File: src/design/tbrt_pkg.sv
// Constants and carrier types for the two-button reboot timer.
// Assumes a 20 MHz system clock and synchronous button inputs.
package tbrt_pkg;
  localparam int CLK_PERIOD_NS = 50;
  localparam int TICK_PERIOD_US = 1000;
  localparam int TICK_CYCLES = TICK_PERIOD_US * 1000 / CLK_PERIOD_NS;
  localparam int DELAY_LONG_MS = 12500;
  localparam int DELAY_SHORT_MS = 7500;
  localparam int DELAY_MIN_MS = 1000;
  localparam int DELAY_MAX_MS = 20000;
  localparam int PULSE_MS = 400;
  localparam int DELAY_LONG_TICKS = DELAY_LONG_MS * 1000 / TICK_PERIOD_US;
  localparam int DELAY_SHORT_TICKS = DELAY_SHORT_MS * 1000 / TICK_PERIOD_US;
  localparam int DELAY_MIN_TICKS = DELAY_MIN_MS * 1000 / TICK_PERIOD_US;
  localparam int DELAY_MAX_TICKS = DELAY_MAX_MS * 1000 / TICK_PERIOD_US;
  localparam int PULSE_TICKS = PULSE_MS * 1000 / TICK_PERIOD_US;
  localparam int CNT_W = 16;
  localparam int SET_W = 15;
  localparam int DIV_W = 32;

  typedef enum logic [1:0] {
    TBRT_STANDBY,
    TBRT_DELAY,
    TBRT_PULSE,
    TBRT_WAIT_RELEASE
  } tbrt_state_e;

  typedef struct packed {
    logic above_release;
    logic below_detect;
  } tbrt_supply_s;
endpackage

File: src/design/tbrt_timer.sv
// Two-button reboot timer: tick divider, one counter shared by delay and pulse, output driver.
// Assumes buttons and qualifier synchronous to clk_sys_in, already debounced.
`timescale 1ns/10ps
module tbrt_timer #(
  parameter int TICK_CYCLES = tbrt_pkg::TICK_CYCLES,
  parameter bit ADJUSTABLE = 1'b0,
  parameter bit PUSH_PULL = 1'b0
) (
  // Clock and reset
  input wire logic clk_sys_in,
  input wire logic nrst_in,
  // Buttons, active low
  input wire logic button_a_n_in,
  input wire logic button_b_n_in,
  // Delay setting
  input wire logic delay_select_in,
  input wire logic [tbrt_pkg::SET_W-1:0] timing_resistor_pin_in,
  // Supply qualifier
  input wire tbrt_pkg::tbrt_supply_s supply_qualifier_in,
  // Reboot output pin
  output logic reboot_out_n_out,
  output logic reboot_oe_out
);

  localparam logic [tbrt_pkg::CNT_W-1:0] LONG_T =
    tbrt_pkg::CNT_W'(tbrt_pkg::DELAY_LONG_TICKS);
  localparam logic [tbrt_pkg::CNT_W-1:0] SHORT_T =
    tbrt_pkg::CNT_W'(tbrt_pkg::DELAY_SHORT_TICKS);
  localparam logic [tbrt_pkg::CNT_W-1:0] MIN_T =
    tbrt_pkg::CNT_W'(tbrt_pkg::DELAY_MIN_TICKS);
  localparam logic [tbrt_pkg::CNT_W-1:0] MAX_T =
    tbrt_pkg::CNT_W'(tbrt_pkg::DELAY_MAX_TICKS);
  localparam logic [tbrt_pkg::CNT_W-1:0] PULSE_T =
    tbrt_pkg::CNT_W'(tbrt_pkg::PULSE_TICKS);
  localparam logic [tbrt_pkg::DIV_W-1:0] DIV_LAST =
    tbrt_pkg::DIV_W'(TICK_CYCLES - 1);
  localparam logic [tbrt_pkg::CNT_W-1:0] SET_SCALE =
    tbrt_pkg::CNT_W'(1000 / tbrt_pkg::TICK_PERIOD_US);

  tbrt_pkg::tbrt_state_e state_r;
  logic [tbrt_pkg::DIV_W-1:0] div_r;
  logic [tbrt_pkg::CNT_W-1:0] cnt_r;
  logic [tbrt_pkg::CNT_W-1:0] target_r;
  logic [tbrt_pkg::CNT_W-1:0] target_nxt;
  logic [tbrt_pkg::CNT_W-1:0] set_ticks;
  logic sel_r;
  logic both_low;
  logic tick;
  logic delay_done;
  logic pulse_done;

  assign both_low = !button_a_n_in && !button_b_n_in;
  assign tick = (div_r == DIV_LAST);
  assign delay_done = tick && (cnt_r == target_r - 1'b1);
  assign pulse_done = tick && (cnt_r == PULSE_T - 1'b1);
  assign set_ticks = tbrt_pkg::CNT_W'(timing_resistor_pin_in) * SET_SCALE;

  // Out-of-range settings clamp rather than wrap the counter
  always_comb begin
    if (ADJUSTABLE) begin
      if (set_ticks < MIN_T) begin
        target_nxt = MIN_T;
      end else if (set_ticks > MAX_T) begin
        target_nxt = MAX_T;
      end else begin
        target_nxt = set_ticks;
      end
    end else begin
      target_nxt = delay_select_in ? LONG_T : SHORT_T;
    end
  end

  // Sequence control
  always_ff @(posedge clk_sys_in or negedge nrst_in) begin
    if (!nrst_in) begin
      state_r <= tbrt_pkg::TBRT_STANDBY;
    end else begin
      unique case (state_r)
        tbrt_pkg::TBRT_STANDBY: begin
          if (both_low && supply_qualifier_in.above_release &&
              !supply_qualifier_in.below_detect) begin
            state_r <= tbrt_pkg::TBRT_DELAY;
          end
        end
        tbrt_pkg::TBRT_DELAY: begin
          if (!both_low || supply_qualifier_in.below_detect) begin
            state_r <= tbrt_pkg::TBRT_STANDBY;
          end else if (delay_done) begin
            state_r <= tbrt_pkg::TBRT_PULSE;
          end
        end
        tbrt_pkg::TBRT_PULSE: begin
          // Button release does not end the pulse; both_low only picks the next state at pulse end
          if (supply_qualifier_in.below_detect) begin
            state_r <= tbrt_pkg::TBRT_STANDBY;
          end else if (pulse_done) begin
            state_r <= both_low ? tbrt_pkg::TBRT_WAIT_RELEASE
                                : tbrt_pkg::TBRT_STANDBY;
          end
        end
        tbrt_pkg::TBRT_WAIT_RELEASE: begin
          if (!both_low) begin
            state_r <= tbrt_pkg::TBRT_STANDBY;
          end
        end
      endcase
    end
  end

  // Tick divider stands still in standby to mimic a stopped oscillator
  always_ff @(posedge clk_sys_in or negedge nrst_in) begin
    if (!nrst_in) begin
      div_r <= '0;
    end else if (state_r == tbrt_pkg::TBRT_STANDBY ||
                 state_r == tbrt_pkg::TBRT_WAIT_RELEASE) begin
      div_r <= '0;
    end else if (tick) begin
      div_r <= '0;
    end else begin
      div_r <= div_r + 1'b1;
    end
  end

  // Shared tick counter for delay and pulse
  always_ff @(posedge clk_sys_in or negedge nrst_in) begin
    if (!nrst_in) begin
      cnt_r <= '0;
    end else begin
      unique case (state_r)
        tbrt_pkg::TBRT_DELAY: begin
          if (!both_low || supply_qualifier_in.below_detect || delay_done) begin
            cnt_r <= '0;
          end else if (tick) begin
            cnt_r <= cnt_r + 1'b1;
          end
        end
        tbrt_pkg::TBRT_PULSE: begin
          if (supply_qualifier_in.below_detect || pulse_done) begin
            cnt_r <= '0;
          end else if (tick) begin
            cnt_r <= cnt_r + 1'b1;
          end
        end
        default: begin
          cnt_r <= '0;
        end
      endcase
    end
  end

  // Delay target latched at sequence start
  always_ff @(posedge clk_sys_in or negedge nrst_in) begin
    if (!nrst_in) begin
      target_r <= SHORT_T;
      sel_r <= 1'b0;
    end else if (state_r == tbrt_pkg::TBRT_STANDBY) begin
      target_r <= target_nxt;
      sel_r <= delay_select_in;
    end
  end

  // Output driver
  always_ff @(posedge clk_sys_in or negedge nrst_in) begin
    if (!nrst_in) begin
      reboot_out_n_out <= 1'b1;
      reboot_oe_out <= PUSH_PULL;
    end else if (state_r == tbrt_pkg::TBRT_DELAY && both_low &&
                 !supply_qualifier_in.below_detect && delay_done) begin
      reboot_out_n_out <= 1'b0;
      reboot_oe_out <= 1'b1;
    end else if (state_r == tbrt_pkg::TBRT_PULSE &&
                 (supply_qualifier_in.below_detect || pulse_done)) begin
      reboot_out_n_out <= 1'b1;
      reboot_oe_out <= PUSH_PULL;
    end else if (state_r != tbrt_pkg::TBRT_PULSE) begin
      reboot_out_n_out <= 1'b1;
      reboot_oe_out <= PUSH_PULL;
    end
  end

  // Helper: length of the low phase, in clock cycles
  logic [31:0] low_len_r;
  always_ff @(posedge clk_sys_in or negedge nrst_in) begin
    if (!nrst_in) begin
      low_len_r <= '0;
    end else if (!reboot_out_n_out) begin
      low_len_r <= low_len_r + 32'h0000_0001;
    end else begin
      low_len_r <= '0;
    end
  end

  // Helper: cycles spent in the current delay
  logic [31:0] dly_len_r;
  always_ff @(posedge clk_sys_in or negedge nrst_in) begin
    if (!nrst_in) begin
      dly_len_r <= '0;
    end else if (state_r == tbrt_pkg::TBRT_DELAY) begin
      dly_len_r <= dly_len_r + 32'h0000_0001;
    end else begin
      dly_len_r <= '0;
    end
  end

  chk_start_both_low: assert property (
    @(posedge clk_sys_in) disable iff (!nrst_in)
    (state_r == tbrt_pkg::TBRT_STANDBY) ##1 (state_r == tbrt_pkg::TBRT_DELAY)
    |-> $past(both_low) && $past(supply_qualifier_in.above_release))
    else $error("delay started without both buttons low and supply good");

  chk_fixed_target: assert property (
    @(posedge clk_sys_in) disable iff (!nrst_in)
    (!ADJUSTABLE && state_r == tbrt_pkg::TBRT_DELAY)
    |-> target_r == (sel_r ? LONG_T : SHORT_T))
    else $error("fixed delay target does not match captured select");

  chk_select_held: assert property (
    @(posedge clk_sys_in) disable iff (!nrst_in)
    (state_r == tbrt_pkg::TBRT_DELAY) ##1 (state_r != tbrt_pkg::TBRT_STANDBY)
    |-> $stable(target_r))
    else $error("delay target changed during sequence");

  chk_adj_range: assert property (
    @(posedge clk_sys_in) disable iff (!nrst_in)
    (ADJUSTABLE && state_r == tbrt_pkg::TBRT_DELAY)
    |-> target_r >= MIN_T && target_r <= MAX_T)
    else $error("adjustable delay outside range");

  chk_standby_idle: assert property (
    @(posedge clk_sys_in) disable iff (!nrst_in)
    (state_r == tbrt_pkg::TBRT_DELAY && !both_low)
    |=> state_r == tbrt_pkg::TBRT_STANDBY ##1 (cnt_r == '0 && div_r == '0))
    else $error("counters not idle after button release");

  chk_tick_only: assert property (
    @(posedge clk_sys_in) disable iff (!nrst_in)
    (cnt_r != $past(cnt_r) && cnt_r != '0) |-> $past(tick))
    else $error("counter advanced without a tick");

  chk_uv_abort: assert property (
    @(posedge clk_sys_in) disable iff (!nrst_in)
    (state_r == tbrt_pkg::TBRT_DELAY && supply_qualifier_in.below_detect)
    |=> cnt_r == '0 && reboot_out_n_out && state_r == tbrt_pkg::TBRT_STANDBY)
    else $error("undervoltage in delay did not reset it");

  chk_pulse_start: assert property (
    @(posedge clk_sys_in) disable iff (!nrst_in)
    $fell(reboot_out_n_out)
    |-> state_r == tbrt_pkg::TBRT_PULSE && cnt_r == '0 &&
        dly_len_r == $past(dly_len_r) + 32'h1 &&
        dly_len_r == TICK_CYCLES * $past(target_r))
    else $error("output fell out of step with delay end");

  chk_pulse_len: assert property (
    @(posedge clk_sys_in) disable iff (!nrst_in)
    $rose(reboot_out_n_out) && !$past(supply_qualifier_in.below_detect)
    |-> $past(low_len_r) + 32'h1 == TICK_CYCLES * tbrt_pkg::PULSE_TICKS)
    else $error("reboot pulse length wrong");

  chk_pulse_hold: assert property (
    @(posedge clk_sys_in) disable iff (!nrst_in)
    (state_r == tbrt_pkg::TBRT_PULSE && !both_low && !pulse_done &&
     !supply_qualifier_in.below_detect) |=> state_r == tbrt_pkg::TBRT_PULSE)
    else $error("pulse cut short by button release");

  chk_uv_pulse: assert property (
    @(posedge clk_sys_in) disable iff (!nrst_in)
    (state_r == tbrt_pkg::TBRT_PULSE && supply_qualifier_in.below_detect)
    |=> cnt_r == '0 && reboot_out_n_out)
    else $error("undervoltage in pulse did not reset it");

  chk_idle_drive: assert property (
    @(posedge clk_sys_in) disable iff (!nrst_in)
    reboot_out_n_out |-> reboot_oe_out == PUSH_PULL)
    else $error("driver state wrong while released");

  chk_no_repeat: assert property (
    @(posedge clk_sys_in) disable iff (!nrst_in)
    (state_r == tbrt_pkg::TBRT_WAIT_RELEASE && both_low)
    |=> state_r == tbrt_pkg::TBRT_WAIT_RELEASE)
    else $error("second pulse without button release");

  chk_start_gated: assert property (
    @(posedge clk_sys_in) disable iff (!nrst_in)
    (state_r == tbrt_pkg::TBRT_STANDBY &&
     (!supply_qualifier_in.above_release || supply_qualifier_in.below_detect))
    |=> state_r == tbrt_pkg::TBRT_STANDBY)
    else $error("delay started without supply release");

  chk_counters_idle: assert property (
    @(posedge clk_sys_in) disable iff (!nrst_in)
    (state_r == tbrt_pkg::TBRT_STANDBY || state_r == tbrt_pkg::TBRT_WAIT_RELEASE)
    |-> cnt_r == '0)
    else $error("counter not idle outside a sequence");

  chk_idle_output: assert property (
    @(posedge clk_sys_in) disable iff (!nrst_in)
    (state_r != tbrt_pkg::TBRT_PULSE)
    |-> reboot_out_n_out && reboot_oe_out == PUSH_PULL)
    else $error("output driven while pulse counter idle");

  // Release must land on the very edge that ends the count
  chk_pulse_release: assert property (
    @(posedge clk_sys_in) disable iff (!nrst_in)
    (state_r == tbrt_pkg::TBRT_PULSE && pulse_done && !supply_qualifier_in.below_detect)
    |=> reboot_out_n_out && reboot_oe_out == PUSH_PULL &&
        state_r != tbrt_pkg::TBRT_PULSE)
    else $error("output not released at pulse end");

endmodule

File: config.mk
export PLATFORM = sky130hd
export DESIGN_NAME = tbrt_timer
export DESIGN_NICKNAME = d
export VERILOG_FILES = /design/src/design/tbrt_pkg.sv /design/src/design/tbrt_timer.sv
export SDC_FILE = /design/constraint.sdc
export NUM_CORES = 1
export LEC_CHECK = 0
export BUFFER_PORTS_ARGS = -buffer_cell sky130_fd_sc_hd__buf_2
export CAP_MARGIN = 20
export CORE_MARGIN = 2
export CORE_UTILIZATION = 30
export CTS_CLUSTER_DIAMETER = 50
export CTS_CLUSTER_SIZE = 25
export DETAILED_ROUTE_END_ITERATION = 6
export GPL_ROUTABILITY_DRIVEN = 0
export PLACE_DENSITY = 0.51
export SLEW_MARGIN = 20
export SYNTH_ARGS = -nofsm -noshare
export SYNTH_HDL_FRONTEND = slang
export SYNTH_SLANG_ARGS = --single-unit
File: constraint.sdc
create_clock -name clk_sys_in -period 2.4 [get_ports clk_sys_in]
set_input_delay 0 -clock clk_sys_in [delete_from_list [all_inputs] [get_ports clk_sys_in]]
set_output_delay 0 -clock clk_sys_in [all_outputs]
set_load 0.005 [all_outputs]
Yosys cells after proc, flatten, opt, wreduce, memory -nomap -nowiden. Index checks and enable logic that the tools add are counted.

$add $sub $neg: 3. Equal/unequal tests: 11. Mux-type cells: 21. Reductions and logical operators: 20.

Operator list (number): 32-bit two-way mux (2); 16-bit two-way mux (3); 32-bit by 1-bit adder with 32-bit output, second input constant (1); 32-bit by 15-bit == test with 1-bit output, second input constant (1); 16-bit one-hot mux with 2 select lines (1); 16-bit by 1-bit adder with 16-bit output, second input constant (1); 16-bit == test (1); 16-bit by 9-bit == test with 1-bit output, second input constant (1); 16-bit by 1-bit subtractor with 16-bit output, second input constant (1); 14-bit two-way mux (1); 2-bit two-way mux (7); 1-bit logical AND (9); 2-bit one-hot mux with 4 select lines (1); 1-bit two-way mux (6); 2-bit != test, second input constant (3); 3-bit != test, second input constant (2); 2-bit == test, second input constant (2); 1-bit zero test (4); 1-bit logical OR (4); 4-bit AND reduction (1); 3-bit nonzero test (1); 2-bit by 1-bit == test with 1-bit output, second input constant (1); 2-bit zero test (1).

Register bits: 68.

Longest topological paths before layout. Gate-level depths: netlist of run 1.

Word-level depth: 7. Gate-level depth with buffers: 8. Gate-level depth less buffers: 7.

Worst setup path before layout of run 1. No wires, ideal clock.

Path type: register to register. From: register div_r[20] (netlist name). To: register state_r[0]. Setup slack: 0.241 ns. Setup time: 0.125 ns. Stages on the path, launching flop included: 7. Arrival time: 2.034 ns. Cell sequence: dfrtp_1 -> nor4_1 -> nand4_1 -> nor3_4 -> a31oi_1 -> nor3_2 -> mux2_2.

Word-level cells in the longest chain between the ends: 4. Elaborated cells between the ends (all ways): 6. Those cells by class: 3 x eq/ne; 3 x reduce/logical.

RTL lines: start: declaration (line tbrt_timer.sv:41) `logic [tbrt_pkg::DIV_W-1:0] div_r;`; start signal: assignment (line tbrt_timer.sv:120) `div_r <= div_r + 1'b1;`; 32-bit by 15-bit == test with 1-bit output (*) (line tbrt_timer.sv:53) `assign tick = (div_r == DIV_LAST);`; 1-bit logical AND (on tied branches) (line tbrt_timer.sv:54, tbrt_timer.sv:55); 3-bit != test (no line); 4-bit AND reduction (no line) (*); end signal: assignment (line tbrt_timer.sv:76) `state_r <= tbrt_pkg::TBRT_STANDBY;`; end signal: assignment (line tbrt_timer.sv:82) `state_r <= tbrt_pkg::TBRT_DELAY;`; end signal: assignment (line tbrt_timer.sv:87) `state_r <= tbrt_pkg::TBRT_STANDBY;`; end: declaration (line tbrt_timer.sv:40) `tbrt_pkg::tbrt_state_e state_r;`.

Mark *: on every way between the ends. The rest lies on a longest branch, timed or not. A chain may end at the register's enable or synchronous reset.

Worst setup path in the final report of run 1.
From: register div_r[24] (netlist name). To: register cnt_r[8] (netlist name).

Word-level cells in the longest chain between the ends: 5. Elaborated cells between the ends (all ways): 9. Those cells by class: 1 x eq/ne; 4 x mux; 4 x reduce/logical.

RTL lines: 32-bit by 15-bit == test with 1-bit output (*) (line tbrt_timer.sv:53); 1-bit logical AND (on tied branches) (line tbrt_timer.sv:55, tbrt_timer.sv:54); 1-bit logical OR (on tied branches) (line tbrt_timer.sv:138, tbrt_timer.sv:131); 16-bit two-way mux (on tied branches) (line tbrt_timer.sv:138, tbrt_timer.sv:131); 16-bit one-hot mux with 2 select lines (*) (line tbrt_timer.sv:129) `unique case (state_r)`; end signal: assignment (line tbrt_timer.sv:134) `cnt_r <= cnt_r + 1'b1;`; end signal: assignment (line tbrt_timer.sv:141) `cnt_r <= cnt_r + 1'b1;`; end: declaration (line tbrt_timer.sv:42) `logic [tbrt_pkg::CNT_W-1:0] cnt_r;`.

Marked as above.

==> results.py, run 1 <==
metrics = {
    "sta": {
        "setup_viol": 0,
        "whs_ns": 0.179,
        "fin_crit_ns": 2.23,
        "tns_ns": 0,
        "rsz0062_at_grt": "false",
        "slew_headroom_pct": 64.6,
        "hold_viol": 0,
        "finalCritPeriodShare_pct": 93.1,
        "fmax_ghz": 0.448,
        "tightest_slew_ns": 0.531,
        "skew_ns": 0.0160,
        "slew_viol_final": 0,
    },
    "critical_path": {
        "r2r_setup_slack_ns": 0.17,
        "worstPathArrival_ns": 2.48,
        "worst_r2r_endpoint": "cnt_r[8]",
        "worst-setup-path-type": "flop to flop",
        "endpoint_kind": "flop",
        "start_kind": "flop",
        "path_max_fanout": 8,
        "r2r_cells": 7,
        "r2r-start": "div_r[24]",
        "required_ns": 2.65,
    },
    "die": {
        "die_x_um": 100,
        "ios": 24,
        "dieArea_sq_um": 10000,
        "coreArea_sq_um": 9110,
        "die_h_um": 100,
        "start_util_pct": 30.5,
        "placementRows": 35,
    },
    "placement": {
        "dp_hpwl_mm": 3.84,
        "io_buffers": 8,
        "dp.cells": 417,
    },
    "global_routing": {
        "grt_pass1_wl_mm": 9.66,
        "grt_max_degree": 33,
        "grt_overflow": 0,
        "antenna_found_initial": 0,
        "grt_pass1_vias": 2076,
        "grt_usage_pct": 11.7,
    },
    "yosys": {
        "syn_avg_cell_area_sq_um": 9.71,
        "yosys_warnings": 0,
        "syn_inst": 286,
        "synth_cell_types": 39,
        "netlist_area_sq_um": 2780,
        "synth_seq_cells": 54,
        "synth_nets": 315,
        "ys_seq_area_share_pct": 48.7,
    },
    "final_layout": {
        "drive_above_1_share_pct": 15.5,
        "n_fill_cell": 960,
        "area_growth_syn_to_layout_pct": 16.8,
        "multiInputGateArea_sq_um": 1410,
        "antenna_cells": 0,
        "nets": 344,
        "stdcell_count": 427,
        "regArea_sq_um": 1350,
    },
    "cts": {
        "cts_inserted_buffers": 5,
        "postCtsSetupRepairBufs": 0,
        "clkSlewWorstSetupHoldPaths_ns": 0.11,
        "insertion_delay_ns": 0.31,
        "htreeDepth": 2,
        "cts-root-buf": "clkbuf_8",
        "clock_path_buffers": 2,
        "tritoncts": "done",
        "cts_num_sinks": 54,
    },
    "flow_run": {
        "cap_violations": 0,
    },
    "drt": {
        "drtPass1Iterations": 4,
        "vias_per_cell": 4.91,
        "ant_nets": 0,
        "avgRoutedWirePerCell_um": 13.1,
        "via_count": 2095,
        "wl_mm": 5.61,
        "drt_iter0_drc": 77,
        "drc": 0,
    },
    "run_status": {
        "status": "complete, no violations",
    },
    "pwr": {
        "power.leakage_nw": 1.37,
        "p_per_area_nw_per_um2": 608,
        "vdd_ir_drop_max_uv": 399,
    },
    "min_path": {
        "hp-class": "input pin to async pin",
    },
}
per-layer routing:
metal	part of all wire (%)	track usage, %	wire length [um]
met5	0	0	0
met1	50	16.0	2790
met3	2.4	2.30	137
met4	0.30	1.79	17
met2	47	19.8	2660
registers in the layout, summed over array words and instances, names as in the netlist:
name and cells:
reboot_out_n_out 1, div_r 32, target_r 2, reboot_oe_out 1, state_r 2, cnt_r 16
layout by cell type (no fill, tap or decap), types with 8 or more instances in the layout:
master,synthesis,layout
buf_2,1,8
buf_4,0,15
xor2_1,24,24
dfrtp_1,52,52
xnor2_1,17,17
nor2_1,56,56
nand4_1,12,12
nand2_1,13,13
nand3_1,20,20
inv_1,9,9
Yosys cell counts:
| cell | number | area, sq um |
|---|---|---|
| o221ai_1 | 1 | 8.76 |
| nand2b_1 | 4 | 25.0 |
| a21oi_1 | 7 | 35.0 |
| clkbuf_1 | 4 | 15.0 |
| nor2_1 | 56 | 210 |
| o21ai_0 | 3 | 15.0 |
| or3_1 | 4 | 25.0 |
| nand4b_1 | 1 | 8.76 |
| a31oi_1 | 4 | 25.0 |
| mux2_2 | 3 | 33.8 |
| nor2b_1 | 1 | 6.26 |
| nor3_1 | 5 | 25.0 |
| nand2_1 | 13 | 48.8 |
| and3b_1 | 1 | 8.76 |
| nand4_1 | 12 | 75.1 |
| or4_1 | 2 | 15.0 |
| and2_1 | 1 | 6.26 |
| nor3_4 | 1 | 16.3 |
| xor2_1 | 24 | 210 |
| inv_1 | 9 | 33.8 |
| a21o_1 | 1 | 7.51 |
| xnor2_1 | 17 | 149 |
| nand3_2 | 1 | 10.0 |
| nand3b_1 | 3 | 22.5 |
| o21ai_2 | 1 | 8.76 |
| buf_2 | 1 | 5.00 |
| o31ai_1 | 1 | 7.51 |
| nor3_2 | 1 | 10.0 |
| nor4_1 | 8 | 50.1 |
| and3_1 | 7 | 43.8 |
| dfrtp_1 | 52 | 1300 |
| ha_1 | 7 | 87.6 |
| and4_1 | 4 | 35.0 |
| a22o_1 | 1 | 8.76 |
| mux2i_1 | 1 | 10.0 |
| nor4b_1 | 1 | 8.76 |
| dfstp_2 | 2 | 52.6 |
| nor4_2 | 1 | 12.5 |
| nand3_1 | 20 | 100 |
metrics by stage:
stage / worst slack [ns] / instance area [sq um] / power (mW) / util [%]
global placement: 0.0881 / 3090 / 1.44 / 33.9
global route: 0.0128 / 3250 / 2.10 / 35.6
floorplan: 0.241 / 2780 / 1.29 / -
CTS: 0.0522 / 3210 / 2.01 / 35.2
detailed placement: 0.0911 / 3090 / 1.45 / 33.9
finish: 0.167 / 3250 / 1.97 / 35.6
repair_timing:
| action | 4_1_cts | 5_1_grt |
|---|---|---|
| hold endpoints to repair | 22 | 0 |
| endpoints found under the setup margin | 0 | 4 |
| resized for setup | 0 | 6 |
| hold buffers | 2 | 0 |
critical path, cell delays in order, from the launching register on:
cell	delay (ns)
dfrtp_1	0.47
nor4_2	0.28
nand3_1	0.20
nor3_4	0.32
buf_4	0.18
nand3_2	0.14
or4_1	0.43
a21oi_1	0.15
how the worst max path moves through the flow:
| stage | from | endpoint | slack (ns) | depth (start not counted) |
|---|---|---|---|---|
| floorplan | div_r[20] | state_r[0] | 0.24 | 6 |
| global route | div_r[24] | cnt_r[8] | 0.01 | 7 |
| CTS | cnt_r[9] | state_r[0] | 0.05 | 7 |
| detailed placement | cnt_r[9] | state_r[0] | 0.09 | 7 |
| finish | div_r[24] | cnt_r[8] | 0.17 | 7 |
| global placement | div_r[7] | cnt_r[8] | 0.09 | 7 |
cells by family after synthesis:
group | count (synthesis) | synth area share (%)
fa+ha+maj | 7 | 3.15
simple gates | 147 | 27.5
buf+inv | 14 | 1.94
xor+xnor | 41 | 12.9
compound gates | 19 | 4.19
mux | 4 | 1.58
flops | 54 | 48.7
final cells by class:
type	instances	area share (%)
clock inverters	2	0.501
clock buffers	6	2.54
well taps	111	4.28
inverters	9	1.04
multi-input cells	218	43.4
repair buffers	27	6.55
flip-flops and latches	54	41.7
power by group:
| group | internal (mW) | total [mW] | switching [mW] |
|---|---|---|---|
| sequential | 0.965 | 1.02 | 0.0531 |
| clock | 0.239 | 0.554 | 0.315 |
| combinational | 0.163 | 0.400 | 0.238 |
| total | 1.37 | 1.97 | 0.606 |
Note: power is estimated with default switching activity, not from simulation.
==> inputs of run 2 (changes only) <==
- RECOVER_POWER: default -> 25
==> results.py, run 2 (synthesis gave the netlist of run 1 again) <==
metrics = {
    "min_path": {
        "hp-class": "input pin to flop",
        "worstHoldPathCells": 4,
        "min_to": "state_r[0]",
        "worstHoldStart": "button_a_n_in",
    },
    "final_layout": {
        "drive_above_1_share_pct": 15.2,
        "largest_reg_flops": 32,
        "layout_commonest_cell": "nor2_1",
        "regMostFlops": "div_r",
        "nets": 344,
        "largestRegisters": "div_r: 32 flops, cnt_r: 16 flops",
        "antenna_cells": 0,
        "postLayoutCellArea_sq_um": 3240,
        "final_cell_mix": "56 x nor2_1, 52 x dfrtp_1, 24 x xor2_1",
        "area_growth_syn_to_layout_pct": 16.7,
    },
    "die": {
        "start_util_pct": 30.5,
        "die_x_um": 100,
        "placementRows": 35,
        "dieArea_sq_um": 10000,
        "coreArea_sq_um": 9110,
        "ios": 24,
        "die_h_um": 100,
    },
    "cts": {
        "htreeDepth": 2,
        "postCtsSetupRepairBufs": 0,
        "tritoncts": "done",
        "insertion_delay_ns": 0.31,
        "clock_path_buffers": 2,
        "cts-root-buf": "clkbuf_8",
        "cts_num_sinks": 54,
        "clkSlewWorstSetupHoldPaths_ns": 0.11,
        "cts_inserted_buffers": 5,
    },
    "critical_path": {
        "r2r_setup_slack_ns": 0.17,
        "worst-setup-path-type": "flop to flop",
        "crit_path_start": "div_r[24]",
        "r2r-start": "div_r[24]",
        "path_max_fanout": 8,
        "worst_r2r_endpoint": "cnt_r[8]",
        "required_ns": 2.65,
        "endpoint_kind": "flop",
        "start_kind": "flop",
        "r2r_cells": 7,
        "worstPathArrival_ns": 2.48,
    },
    "drt": {
        "vias_per_cell": 4.92,
        "drtPass1Iterations": 4,
        "drc": 0,
        "wl_mm": 5.61,
        "via_count": 2100,
        "avgRoutedWirePerCell_um": 13.1,
        "drt_iter0_drc": 77,
        "ant_nets": 0,
    },
    "global_routing": {
        "antenna_found_initial": 0,
        "grt_pass1_vias": 2076,
        "grt_overflow": 0,
        "grt_pass1_wl_mm": 9.66,
        "grt_max_degree": 33,
        "grt_usage_pct": 11.7,
    },
    "sta": {
        "skew_ns": 0.0157,
        "slew_headroom_pct": 15.7,
        "rsz0062_at_grt": "false",
        "hold_viol": 0,
        "slew_viol_final": 0,
        "tightest_slew_ns": 1.27,
        "fin_ws_ns": 0.167,
        "fmax_ghz": 0.448,
        "finalCritPeriodShare_pct": 93.1,
        "tns_ns": 0,
        "setup_viol": 0,
        "fin_crit_ns": 2.23,
    },
    "placement": {
        "dp_hpwl_mm": 3.84,
        "postPlaceCellArea_sq_um": 3090,
        "io_buffers": 8,
        "dpl_worst_slack_ns": 0.0911,
    },
    "run_status": {
        "status": "complete, no violations",
    },
    "pwr": {
        "power.leakage_nw": 1.37,
        "p_per_area_nw_per_um2": 608,
        "vdd_ir_drop_max_uv": 398,
    },
    "flow_run": {
        "cap_violations": 0,
    },
}
## run 2: changes by cell type in the layout (fill, tap and decap cells not counted)
cell / change
buf_4: -1
clkbuf_1: +1
## run 2: worst max path at each step
stage | to | slack [ns] | cells after the start
finish | cnt_r[8] | 0.17 | 7
floorplan | state_r[0] | 0.24 | 6
detailed placement | state_r[0] | 0.09 | 7
global placement | cnt_r[8] | 0.09 | 7
global route | cnt_r[8] | 0.01 | 7
CTS | state_r[0] | 0.05 | 7
## run 2: power by group
group / switching [mW] / internal, mW
logic: 0.238 / 0.162
clock network: 0.315 / 0.239
registers: 0.0531 / 0.965
total: 0.605 / 1.37
## run 2: worst max-delay path, cell delays in order, from the launching register on
cell     delay (ns)
dfrtp_1        0.47
nor4_2         0.28
nand3_1        0.20
nor3_4         0.32
buf_4          0.18
nand3_2        0.14
or4_1          0.43
a21oi_1        0.15
## run 2: repair_timing
action                                  4_1_cts  5_1_grt
endpoints found under the hold margin        22        0
gates resized for setup                       0        6
endpoints found under the setup margin        0        4
hold buffers                                  2        0
## run 2: per-layer routing
metal | track usage, % | wire length, um
met2 | 19.8 | 2660
met4 | 1.79 | 17
met1 | 16.0 | 2790
met3 | 2.30 | 137
met5 | 0 | 0
## run 2: cell type report
class	count	area, sq um
repair buffers	27	209
clock buffers	6	82.6
clock inverters	2	16.3
fillers	961	5870
flip-flops and latches	54	1350
well taps	111	139
inverters	9	33.8
multi-input cells	218	1410
## run 2: through the flow
| stage | hold slack, ns | std cells | total power, mW | utilization (%) |
|---|---|---|---|---|
| global route | 0.267 | 427 | 2.10 | 35.6 |
| floorplan | -0.296 | 286 | 1.29 | - |
| global placement | 0.00809 | 417 | 1.44 | 33.9 |
| finish | 0.247 | 427 | 1.97 | 35.6 |
| CTS | 0.211 | 427 | 2.01 | 35.2 |
| detailed placement | 0.0242 | 417 | 1.45 | 33.9 |
